<file path="config.mk">
export PLATFORM = sky130hd
export DESIGN_NAME = ppps_top
export DESIGN_NICKNAME = d
export VERILOG_FILES = /design/src/design/ppps_pkg.sv /design/src/design/ppps_pair_decode.sv /design/src/design/ppps_top.sv
export VERILOG_INCLUDE_DIRS = /design/src /design/src/design
export SDC_FILE = /design/constraint.sdc
export NUM_CORES = 1
export LEC_CHECK = 0
export ABC_CLOCK_PERIOD_IN_PS = 2400
export BUFFER_PORTS_ARGS = -buffer_cell sky130_fd_sc_hd__buf_2
export CORE_MARGIN = 2
export CORE_UTILIZATION = 48
export CTS_CLUSTER_SIZE = 20
export DETAILED_ROUTE_END_ITERATION = 7
export PLACE_DENSITY = 0.85
export SKIP_CTS_REPAIR_TIMING = 1
export SLEW_MARGIN = 30
export SYNTH_ARGS = -nofsm -noshare
export SYNTH_HDL_FRONTEND = slang
export SYNTH_SLANG_ARGS = --single-unit
</file>
<file path="constraint.sdc">
create_clock -name ref_clk -period 2.4 [get_ports ref_clk]
set_input_delay 0.36 -clock ref_clk [delete_from_list [all_inputs] [get_ports ref_clk]]
set_output_delay 0.36 -clock ref_clk [all_outputs]
set_load 0.005 [all_outputs]
</file>
<file path="src/design/ppps_params.svh">
// constants for the power path phase select register bank
// assumes inclusion by the package and design files by bare name
`ifndef PPPS_PARAMS_SVH
`define PPPS_PARAMS_SVH
`define PPPS_ADDR_W         16
`define PPPS_GEN_CFG_ADDR   16'he618
`define PPPS_MEAS_MODE_ADDR 16'he700
`define PPPS_SOFT_RESET_TRIGGER_BIT      7
`define PPPS_PAIR_A_LO      8
`define PPPS_PAIR_B_LO      10
`define PPPS_PAIR_C_LO      12
`define PPPS_PEAK_LO        2
`define PPPS_GEN_CFG_RST    16'h0000
`define PPPS_GEN_CFG_MASK   16'h3f80
`define PPPS_MEAS_MODE_RST  8'h1c
`define PPPS_MEAS_MODE_MASK 8'h1c
`define PPPS_RST_CYCLES     4'h8
`endif

</file>
<file path="src/design/ppps_pkg.sv">
// types for the power path phase select register bank
// assumes ppps_params.svh is on the include path
`include "ppps_params.svh"
package ppps_pkg;
    typedef enum logic [1:0] {
        PPPS_PH_A = 2'h0,
        PPPS_PH_B = 2'h1,
        PPPS_PH_C = 2'h2
    } ppps_phase_type;
    typedef enum logic [1:0] {
        PPPS_IDLE  = 2'h1,
        PPPS_RESET = 2'h2
    } ppps_state_type;
endpackage

</file>
<file path="src/design/ppps_pair_decode.sv">
// one pairing field decoder: maps a 2-bit code to a voltage phase
// assumes the caller passes the phase owning the current channel
`timescale 1ns/1ps
`default_nettype none
module ppps_pair_decode (
    input  wire logic [1:0]              code,     // pairing field
    input  wire ppps_pkg::ppps_phase_type own,     // current's phase
    output ppps_pkg::ppps_phase_type     voltage   // chosen voltage
);
    // 00 own, 01 next, 10 two after; reserved 11 behaves as 00
    wire [1:0] step = (code == 2'h3) ? 2'h0 : code;
    wire [2:0] sum  = {1'b0, own} + {1'b0, step};
    wire [1:0] wrap = (sum >= 3'h3) ? 2'(sum - 3'h3) : sum[1:0];
    assign voltage = ppps_pkg::ppps_phase_type'(wrap);
endmodule
`default_nettype wire

</file>
<file path="src/design/ppps_top.sv">
// power path phase select register bank: general config upper bits
// and measurement mode; assumes a plain single-cycle register port
`timescale 1ns/1ps
`default_nettype none
`include "ppps_params.svh"
module ppps_top (
    input  wire logic                    ref_clk,     // 20 MHz clock
    input  wire logic                    sys_rst,     // async, high
    input  wire logic [`PPPS_ADDR_W-1:0] reg_addr,    // register address
    input  wire logic [15:0]             reg_wdata,   // write data
    input  wire logic                    reg_wr,      // write strobe
    input  wire logic                    reg_rd,      // read strobe
    output logic      [15:0]             reg_rdata,   // read data
    output logic                         soft_rst,    // device reset level
    output ppps_pkg::ppps_phase_type     volt_sel_a,  // voltage for I_A
    output ppps_pkg::ppps_phase_type     volt_sel_b,  // voltage for I_B
    output ppps_pkg::ppps_phase_type     volt_sel_c,  // voltage for I_C
    output logic      [2:0]              peak_phase_select // peak sources
);
    logic [15:0] cfg_q, cfg_d;
    logic [7:0]  mode_q, mode_d;
    logic [15:0] rdata_q, rdata_d;
    logic [3:0]  cnt_q, cnt_d;
    ppps_pkg::ppps_state_type st_q, st_d;

    wire hit_cfg  = (reg_addr == `PPPS_GEN_CFG_ADDR);
    wire hit_mode = (reg_addr == `PPPS_MEAS_MODE_ADDR);
    wire in_rst   = (st_q == ppps_pkg::PPPS_RESET);
    wire start    = reg_wr && hit_cfg
                    && reg_wdata[`PPPS_SOFT_RESET_TRIGGER_BIT];
    wire done     = in_rst && (cnt_q == `PPPS_RST_CYCLES - 4'h1);

    always_comb begin
        st_d  = st_q;
        cnt_d = cnt_q;
        case (st_q)
            ppps_pkg::PPPS_IDLE: begin
                cnt_d = 4'h0;
                if (start) begin
                    st_d = ppps_pkg::PPPS_RESET;
                end
            end
            ppps_pkg::PPPS_RESET: begin
                cnt_d = cnt_q + 4'h1;
                if (done) begin
                    st_d  = ppps_pkg::PPPS_IDLE;
                    cnt_d = 4'h0;
                end
            end
            default: begin
                st_d  = ppps_pkg::PPPS_IDLE;
                cnt_d = 4'h0;
            end
        endcase
    end

    // writes ignored while reset runs; reserved bits masked to zero
    always_comb begin
        cfg_d  = cfg_q;
        mode_d = mode_q;
        if (done) begin
            cfg_d  = `PPPS_GEN_CFG_RST;
            mode_d = `PPPS_MEAS_MODE_RST;
        end else if (reg_wr && !in_rst && hit_cfg) begin
            cfg_d = reg_wdata & `PPPS_GEN_CFG_MASK;
        end else if (reg_wr && !in_rst && hit_mode) begin
            mode_d = reg_wdata[7:0] & `PPPS_MEAS_MODE_MASK;
        end
    end

    always_comb begin
        rdata_d = 16'h0000;
        if (reg_rd && hit_cfg) begin
            rdata_d = cfg_q;
        end else if (reg_rd && hit_mode) begin
            rdata_d = {8'h00, mode_q};
        end
    end

    always_ff @(posedge ref_clk or posedge sys_rst) begin
        if (sys_rst) begin
            st_q    <= ppps_pkg::PPPS_IDLE;
            cnt_q   <= 4'h0;
            cfg_q   <= `PPPS_GEN_CFG_RST;
            mode_q  <= `PPPS_MEAS_MODE_RST;
            rdata_q <= 16'h0000;
        end else begin
            st_q    <= st_d;
            cnt_q   <= cnt_d;
            cfg_q   <= cfg_d;
            mode_q  <= mode_d;
            rdata_q <= rdata_d;
        end
    end

    assign reg_rdata = rdata_q;
    assign soft_rst  = in_rst;
    assign peak_phase_select =
        mode_q[`PPPS_PEAK_LO +: 3];

    ppps_pair_decode u_dec_a (
        .code    (cfg_q[`PPPS_PAIR_A_LO +: 2]),
        .own     (ppps_pkg::PPPS_PH_A),
        .voltage (volt_sel_a)
    );
    ppps_pair_decode u_dec_b (
        .code    (cfg_q[`PPPS_PAIR_B_LO +: 2]),
        .own     (ppps_pkg::PPPS_PH_B),
        .voltage (volt_sel_b)
    );
    ppps_pair_decode u_dec_c (
        .code    (cfg_q[`PPPS_PAIR_C_LO +: 2]),
        .own     (ppps_pkg::PPPS_PH_C),
        .voltage (volt_sel_c)
    );

    // soft reset sequencing
    a_reset_length: assert property (
        @(posedge ref_clk) disable iff (sys_rst)
        $rose(soft_rst) |-> soft_rst [*8] ##1 !soft_rst)
        else $error("soft reset length wrong");
    a_soft_reset_trigger_start: assert property (
        @(posedge ref_clk) disable iff (sys_rst)
        start && !in_rst |=> soft_rst)
        else $error("soft reset not started");
    a_cnt_idle: assert property (
        @(posedge ref_clk) disable iff (sys_rst)
        !in_rst |-> cnt_q == 4'h0)
        else $error("reset counter not parked");
    a_state_legal: assert property (
        @(posedge ref_clk) disable iff (sys_rst)
        st_q == ppps_pkg::PPPS_IDLE || in_rst)
        else $error("reset state illegal");
    a_soft_reset_trigger_clears: assert property (
        @(posedge ref_clk) disable iff (sys_rst)
        $fell(soft_rst) |-> cfg_q == `PPPS_GEN_CFG_RST
            && mode_q == `PPPS_MEAS_MODE_RST)
        else $error("soft reset left state");
    a_peak_restored: assert property (
        @(posedge ref_clk) disable iff (sys_rst)
        $fell(soft_rst) |-> peak_phase_select == 3'h7)
        else $error("peak select not restored");
    a_rst_blocks_wr: assert property (
        @(posedge ref_clk) disable iff (sys_rst)
        in_rst && !done |=> $stable(cfg_q) && $stable(mode_q))
        else $error("write landed during soft reset");

    // pairing field decode
    a_pair_a_map: assert property (
        @(posedge ref_clk) disable iff (sys_rst)
        cfg_q[9:8] == 2'h1 |-> volt_sel_a == ppps_pkg::PPPS_PH_B)
        else $error("phase a pairing wrong");
    a_pair_a_far: assert property (
        @(posedge ref_clk) disable iff (sys_rst)
        cfg_q[9:8] == 2'h2 |-> volt_sel_a == ppps_pkg::PPPS_PH_C)
        else $error("phase a far pairing wrong");
    a_pair_a_rsvd: assert property (
        @(posedge ref_clk) disable iff (sys_rst)
        cfg_q[9:8] inside {2'h0, 2'h3} |-> volt_sel_a == ppps_pkg::PPPS_PH_A)
        else $error("phase a own pairing wrong");
    a_pair_b_next: assert property (
        @(posedge ref_clk) disable iff (sys_rst)
        cfg_q[11:10] == 2'h1 |-> volt_sel_b == ppps_pkg::PPPS_PH_C)
        else $error("phase b next pairing wrong");
    a_pair_b_map: assert property (
        @(posedge ref_clk) disable iff (sys_rst)
        cfg_q[11:10] == 2'h2 |-> volt_sel_b == ppps_pkg::PPPS_PH_A)
        else $error("phase b pairing wrong");
    a_pair_b_rsvd: assert property (
        @(posedge ref_clk) disable iff (sys_rst)
        cfg_q[11:10] inside {2'h0, 2'h3} |-> volt_sel_b == ppps_pkg::PPPS_PH_B)
        else $error("phase b own pairing wrong");
    a_pair_c_next: assert property (
        @(posedge ref_clk) disable iff (sys_rst)
        cfg_q[13:12] == 2'h1 |-> volt_sel_c == ppps_pkg::PPPS_PH_A)
        else $error("phase c next pairing wrong");
    a_pair_c_far: assert property (
        @(posedge ref_clk) disable iff (sys_rst)
        cfg_q[13:12] == 2'h2 |-> volt_sel_c == ppps_pkg::PPPS_PH_B)
        else $error("phase c far pairing wrong");
    a_pair_c_map: assert property (
        @(posedge ref_clk) disable iff (sys_rst)
        cfg_q[13:12] inside {2'h0, 2'h3} |-> volt_sel_c == ppps_pkg::PPPS_PH_C)
        else $error("phase c pairing wrong");

    // register port
    a_peak_write: assert property (
        @(posedge ref_clk) disable iff (sys_rst)
        reg_wr && hit_mode && !in_rst && !done
        |=> peak_phase_select == $past(reg_wdata[4:2]))
        else $error("peak select not stored");
    a_reserved_zero: assert property (
        @(posedge ref_clk) disable iff (sys_rst)
        mode_q[7:5] == 3'h0 && mode_q[1:0] == 2'h0 && cfg_q[15:14] == 2'h0)
        else $error("reserved bits set");
    a_cfg_write: assert property (
        @(posedge ref_clk) disable iff (sys_rst)
        reg_wr && hit_cfg && !in_rst
        |=> cfg_q == ($past(reg_wdata) & `PPPS_GEN_CFG_MASK))
        else $error("config write not stored");
    a_cfg_readback: assert property (
        @(posedge ref_clk) disable iff (sys_rst)
        reg_rd && reg_addr == 16'he618 |=> reg_rdata == $past(cfg_q))
        else $error("config readback wrong");
    a_mode_readback: assert property (
        @(posedge ref_clk) disable iff (sys_rst)
        reg_rd && hit_mode |=> reg_rdata == {8'h00, $past(mode_q)})
        else $error("mode readback wrong");
    a_unmapped_zero: assert property (
        @(posedge ref_clk) disable iff (sys_rst)
        reg_rd && !hit_cfg && !hit_mode |=> reg_rdata == 16'h0000)
        else $error("unmapped read not zero");
endmodule
`default_nettype wire

</file>
==> results of run 1 <==
## power by group through the flow
stage          registers (uW)  clock network [uW]  logic [uW]
2_1_floorplan             447                   0        23.7
3_3_place_gp              447                   0        45.6
3_5_place_dp              447                   0        47.4
4_1_cts                   439                 231        47.9
5_1_grt                   439                 245        52.7
6_report                  439                 226        47.3
## registers in the layout (all words and copies together), names as in the netlist
name and cells:
reg_rdata 10, cfg_q 7, cnt_q 4, mode_q 3, st_q 2
## path summary, 6_finish.rpt
| path | start | to | cells after the start |
|---|---|---|---|
| max in group asynchronous | sys_rst | mode_q[3]$_DFFE_PP1P_ | 2 |
| setup reg to reg | st_q[0]$_DFFE_PP1P_ | cfg_q[12]$_DFFE_PP0P_ | 3 |
| hold reg to reg | cnt_q[0]$_DFF_PP0_ | cnt_q[0]$_DFF_PP0_ | 1 |
| setup / recovery | st_q[0]$_DFFE_PP1P_ | cfg_q[12]$_DFFE_PP0P_ | 3 |
| hold / removal | sys_rst | cnt_q[2]$_DFF_PP0_ | 2 |
| min in group ref_clk | reg_wdata[3] | mode_q[3]$_DFFE_PP1P_ | 3 |
## layout make-up
class	count	area [um2]	share of cell area (%)
Clock buffer	4	36.3	2.34
Inverter	7	26.3	1.69
Sequential cell	26	656	42.3
Tap cell	30	37.5	2.42
Multi-Input combinational cell	69	549	35.4
Timing Repair Buffer	49	245	15.8
## cell usage in the layout (no fill, tap or decap), drive strengths merged, types with 3 or more instances in the layout
cell type,instances
dfstp,4
mux2,7
and2,11
conb,6
inv,7
ha,3
nor4,4
mux2i,3
clkbuf,4
buf,49
nor2b,7
dfrtp,22
nor2,9
## cell usage after synthesis
| master | n |
|---|---|
| nor2b_1 | 7 |
| nand4b_2 | 1 |
| buf_6 | 1 |
| nand3b_1 | 2 |
| o21ai_0 | 1 |
| and2_1 | 11 |
| xnor2_1 | 1 |
| nand4bb_4 | 1 |
| and4_1 | 1 |
| and3_1 | 2 |
| nor4_2 | 2 |
| nor2_1 | 8 |
| mux2i_1 | 3 |
| mux2_4 | 7 |
| ha_1 | 3 |
| nand2_1 | 1 |
| buf_4 | 6 |
| dfrtp_1 | 22 |
| nor2_2 | 1 |
| inv_1 | 7 |
| nand4_1 | 2 |
| nor3_1 | 1 |
| o21a_1 | 1 |
| nand2b_1 | 2 |
| nand3_1 | 1 |
| nor4_1 | 1 |
| or3b_1 | 1 |
| conb_1 | 1 |
| nor4_4 | 1 |
| a21oi_1 | 1 |
| dfstp_2 | 4 |
## routing by layer
metal / vias to the layer above / part of all wire [%] / GRT usage, %
met4: 0 / 2.1 / 11.5
met2: 44 / 52 / 29.3
met5: - / 0 / 0
met3: 5 / 6.1 / 3.51
li1: 435 / - / -
met1: 423 / 39 / 18.8
## cells by family after synthesis
kind of cell / synth area share (%)
AOI/OAI and AO/OA: 1.38
xor gates and xnor gates: 0.690
adders and majority gates: 2.96
buffers and inverters: 6.51
DFF: 51.7
muxes: 10.7
other: 0.296
and+or+nand+nor: 25.8
## critical path, stage by stage, from the launching register on
cell and delay (ns):
dfstp_2 0.55, nand2b_1 0.25, and4_1 0.55, mux2_4 0.35
## stage by stage
| step | instance area [um2] | power (uW) |
|---|---|---|
| 2_1_floorplan | 1290 | 470 |
| 3_3_place_gp | 1510 | 492 |
| 6_report | 1550 | 712 |
| 5_1_grt | 1550 | 737 |
| 3_5_place_dp | 1510 | 494 |
| 4_1_cts | 1550 | 718 |
==> results.md, run 1 <==
- Status: complete, no violations
- Comb pwr share: 6.6%
- Synth-to-Final Area Change: 22.2%
- First-pass GRT wire length: 4.13 mm
- Post-synthesis cell area: 0.00127 mm2
- Setup slack after layout: 0.603 ns
- Via count: 907
- Max VDD drop: 254 uV
- Net Sw Power: 158 uW
- Core area: 0.00250 mm2
- WP data arrival: 2.03 ns
- Internal power: 554 uW
- Synth top area share: 43.4%
- Seq/Total Area, Yosys: 51.7%
- DIE HEIGHT: 55.4 um
- Routability congestion estimate: 0.834
- Wirelength per Cell: 13.4 um
- Net count, final: 195
- F_max: 556 MHz
- Unique masters post-synth: 31
- Crit path kind: reg2reg
- Global route total overflow: 0
- Clock skew: 0.00552 ns
- Clk root buf: clkbuf_4
- Switching Fraction: 22.2%
- Initial antenna violation count: 0
- Clock Power Share: 31.7%
- Register share of total power: 61.6%
- Die area: 0.00307 mm2
- Max Slew Vio Count: 0
- Endpoints failing hold: 0
- CTS tree: yes
- Vias in the first global route: 955
- Vias/cell: 4.90
- Largest net degree at the start of global routing: 27
- Setup crit end kind: register
- Clock period minus worst slack: 1.80 ns
- Clk buf depth: 2
- CTS buffer count: 3
- Mapped Avg Cell Area: 12.2 um2
- Largest driver fanout on the critical path: 7
- Utilization after layout: 62.0%
- Final antenna-violating net count: 0
- Antenna fix cells: 0
- Buffers on Ports: 49
- Placed Cells: 181
- Final setup fails: 0
- Iteration-0 DRC Markers: 23
- TritonCTS sink count: 26
- Synth area leaders: dfrtp_1, dfstp_2, mux2_4
- Crit path launch type: register
- GRT Total Usage: 17.1%
- Measured slew at the worst slew-check pin: 0.518 ns
- Ys Warns: 0
- Hold_ws: 0.0387 ns
- Top-level port count: 62
- #FFs+latches synth: 26
- Pre-CTS setup slack: 0.436 ns
- Synthesized instance count: 104
- Post-Layout Cell Count: 185
- Share of layout cells above drive strength 1: 45.8%
- Initial Utilization: 50.8%
- WP data required: 2.63 ns
- Final Cycle Share: 74.9%
- Setup TNS: 0 ns
- Clock-pin slew on the worst setup and hold paths: 0.14 ns
- Leakage: 0.000859 uW
- RSZ-0062 raised after global routing: no
- CTS H-tree lvls: 1
- Hold/Removal Path Class: in2async
- Routed WL: 2.48 mm
- Max_cap viols: 0
- Hpwl dp: 1.87 mm
- # DRC: 0
- Die X: 55.4 um
- Fillers: 196
- Drt pass-1 iters: 4
- R2r setup slk: 0.60 ns
- Cell taking the most area after synthesis: dfrtp_1
- Power density over cell area: 459 mW/mm2
- Max-slew headroom: 65.4%
- Clk_lat worst skew: 0.33 ns
- # rows: 18
(Power assumes the default switching activity.)
==> run 2, diff against run 1 <==
- ABC_CLOCK_PERIOD_IN_PS: 2400 -> 1900
- CORE_UTILIZATION: 48 -> 45
- PLACE_DENSITY: 0.85 -> 0.8
- clock period: 2.4 -> 1.9 ns (I/O delays scaled with it)
==> run 2 against run 1 <==
Effect of this change: the flow now finishes with violations (negative hold slack); cell count is 1.6% higher; global-route usage is 2.1 points lower; non-clock buffer count is 2 higher; combinational power is 31% higher; sequential power is 26% higher; design area is 1.9% higher; first-iteration DRC count is 30% lower; sequential share of layout area is 0.77 points lower; clock power is 21% higher; via count is 0.99% higher; worst setup slack worse by 0.31 ns; sequential cell count stayed put.
==> results.md, run 2 (synthesized netlist as in run 1, its figures left out) <==
- Status: complete, but fails checks
- Failing checks: negative hold slack
- Hold/Removal Path Class: in2async
- Reg2Reg Depth: 4
- Top-level port count: 62
- Via count: 916
- Antenna fix cells: 0
- DIE HEIGHT: 57.1 um
- Clk buf depth: 2
- Power density over cell area: 563 mW/mm2
- Global route total overflow: 0
- Die area: 0.00326 mm2
- TritonCTS sink count: 26
- Crit path launch type: register
- Largest driver fanout on the critical path: 6
- WP data arrival: 1.32 ns
- Setup TNS: 0 ns
- Clock period minus worst slack: 1.61 ns
- R2r setup slk: 0.30 ns
- Net count, final: 197
- # DRC: 0
- Synth-to-Final Area Change: 24.5%
- Setup slack after layout: 0.292 ns
- Buffers on Ports: 49
- Most common cell after layout, fill and taps aside: buf_2
- Clk root buf: clkbuf_4
- Largest net degree at the start of global routing: 27
- Share of layout cells above drive strength 1: 45.9%
- Endpoints failing hold: 6
- CTS tree: yes
- Vias/cell: 4.87
- Setup crit end kind: primary output
- Vias in the first global route: 946
- Clock-pin slew on the worst setup and hold paths: 0.13 ns
- WP data required: 1.62 ns
- F_max: 622 MHz
- Max Slew Vio Count: 0
- Routed WL: 2.28 mm
- First-pass GRT wire length: 3.77 mm
- Commonest non-fill, non-tap cells in the layout: buf_2, dfrtp_1, and2_1
- Iteration-0 DRC Markers: 16
- Hold_ws: -0.00216 ns
- CTS buffer count: 3
- Max VDD drop: 407 uV
- Hpwl dp: 1.88 mm
- Wirelength per Cell: 12.1 um
- RSZ-0062 raised after global routing: no
- Max reg flops: 10
- Die X: 57.1 um
- Final antenna-violating net count: 0
- Initial antenna violation count: 0
- Pre-CTS setup slack: 0.175 ns
- Clk_lat worst skew: 0.31 ns
- Clock skew: 0.000972 ns
- Routability congestion estimate: 0.711
- Final Cycle Share: 84.6%
- Final setup fails: 0
- Leakage: 0.000873 uW
- CTS H-tree lvls: 1
- Crit path kind: reg2out
- Core area: 0.00271 mm2
- GRT Total Usage: 15.0%
- Initial Utilization: 46.8%
- Max_cap viols: 0
- Drt pass-1 iters: 4
- # rows: 19
run 2: where the power goes:
part | switching [uW] | total [uW] | internal [uW]
logic | 32.2 | 61.9 | 29.6
registers | 0.0393 | 554 | 554
clock network | 156 | 273 | 117
total | 188 | 889 | 701
run 2: layout make-up:
cell class / count / area, um2
Fill cell: 245 / 1130
Sequential cell: 26 / 656
Multi-Input combinational cell: 69 / 549
Timing Repair Buffer: 51 / 273
Tap cell: 31 / 38.8
Clock buffer: 4 / 36.3
Inverter: 7 / 26.3
run 2: layer usage:
metal  routed length, um  vias to the layer above  share of wire, %  global-route usage [%]
met4                  27                        0               1.2                    7.97
met3                 201                        2               8.8                    2.49
li1                    -                      444                 -                       -
met2                1230                       44                54                    29.4
met5                   0                        -                 0                       0
met1                 814                      426                36                    14.7
run 2: stage by stage:
stage	cell area (um2)	power, uW	std cells	hold slack, ns	util, %
after floorplan	1290	594	109	0.322	-
after global placement	1540	625	184	0.341	56.9
after detailed placement	1540	627	184	0.361	56.9
after CTS	1580	898	188	0.00253	58.3
after global routing	1580	922	188	0.0232	58.3
final	1580	889	188	-0.00216	58.3
run 2: worst max-delay path: stages (launching register included):
cell and delay (ns):
dfstp_2 0.55, nand2b_1 0.23, inv_1 0.09, buf_2 0.13
run 2: final timing paths:
check | end | start
min in group ref_clk | mode_q[3]$_DFFE_PP1P_ | reg_wdata[3]
min reg2reg | cnt_q[0]$_DFF_PP0_ | cnt_q[0]$_DFF_PP0_
max reg2reg | cfg_q[7]$_DFFE_PP0P_ | st_q[0]$_DFFE_PP1P_
min | cfg_q[10]$_DFFE_PP0P_ | sys_rst
max in group asynchronous | st_q[0]$_DFFE_PP1P_ | sys_rst
max | soft_rst | st_q[0]$_DFFE_PP1P_
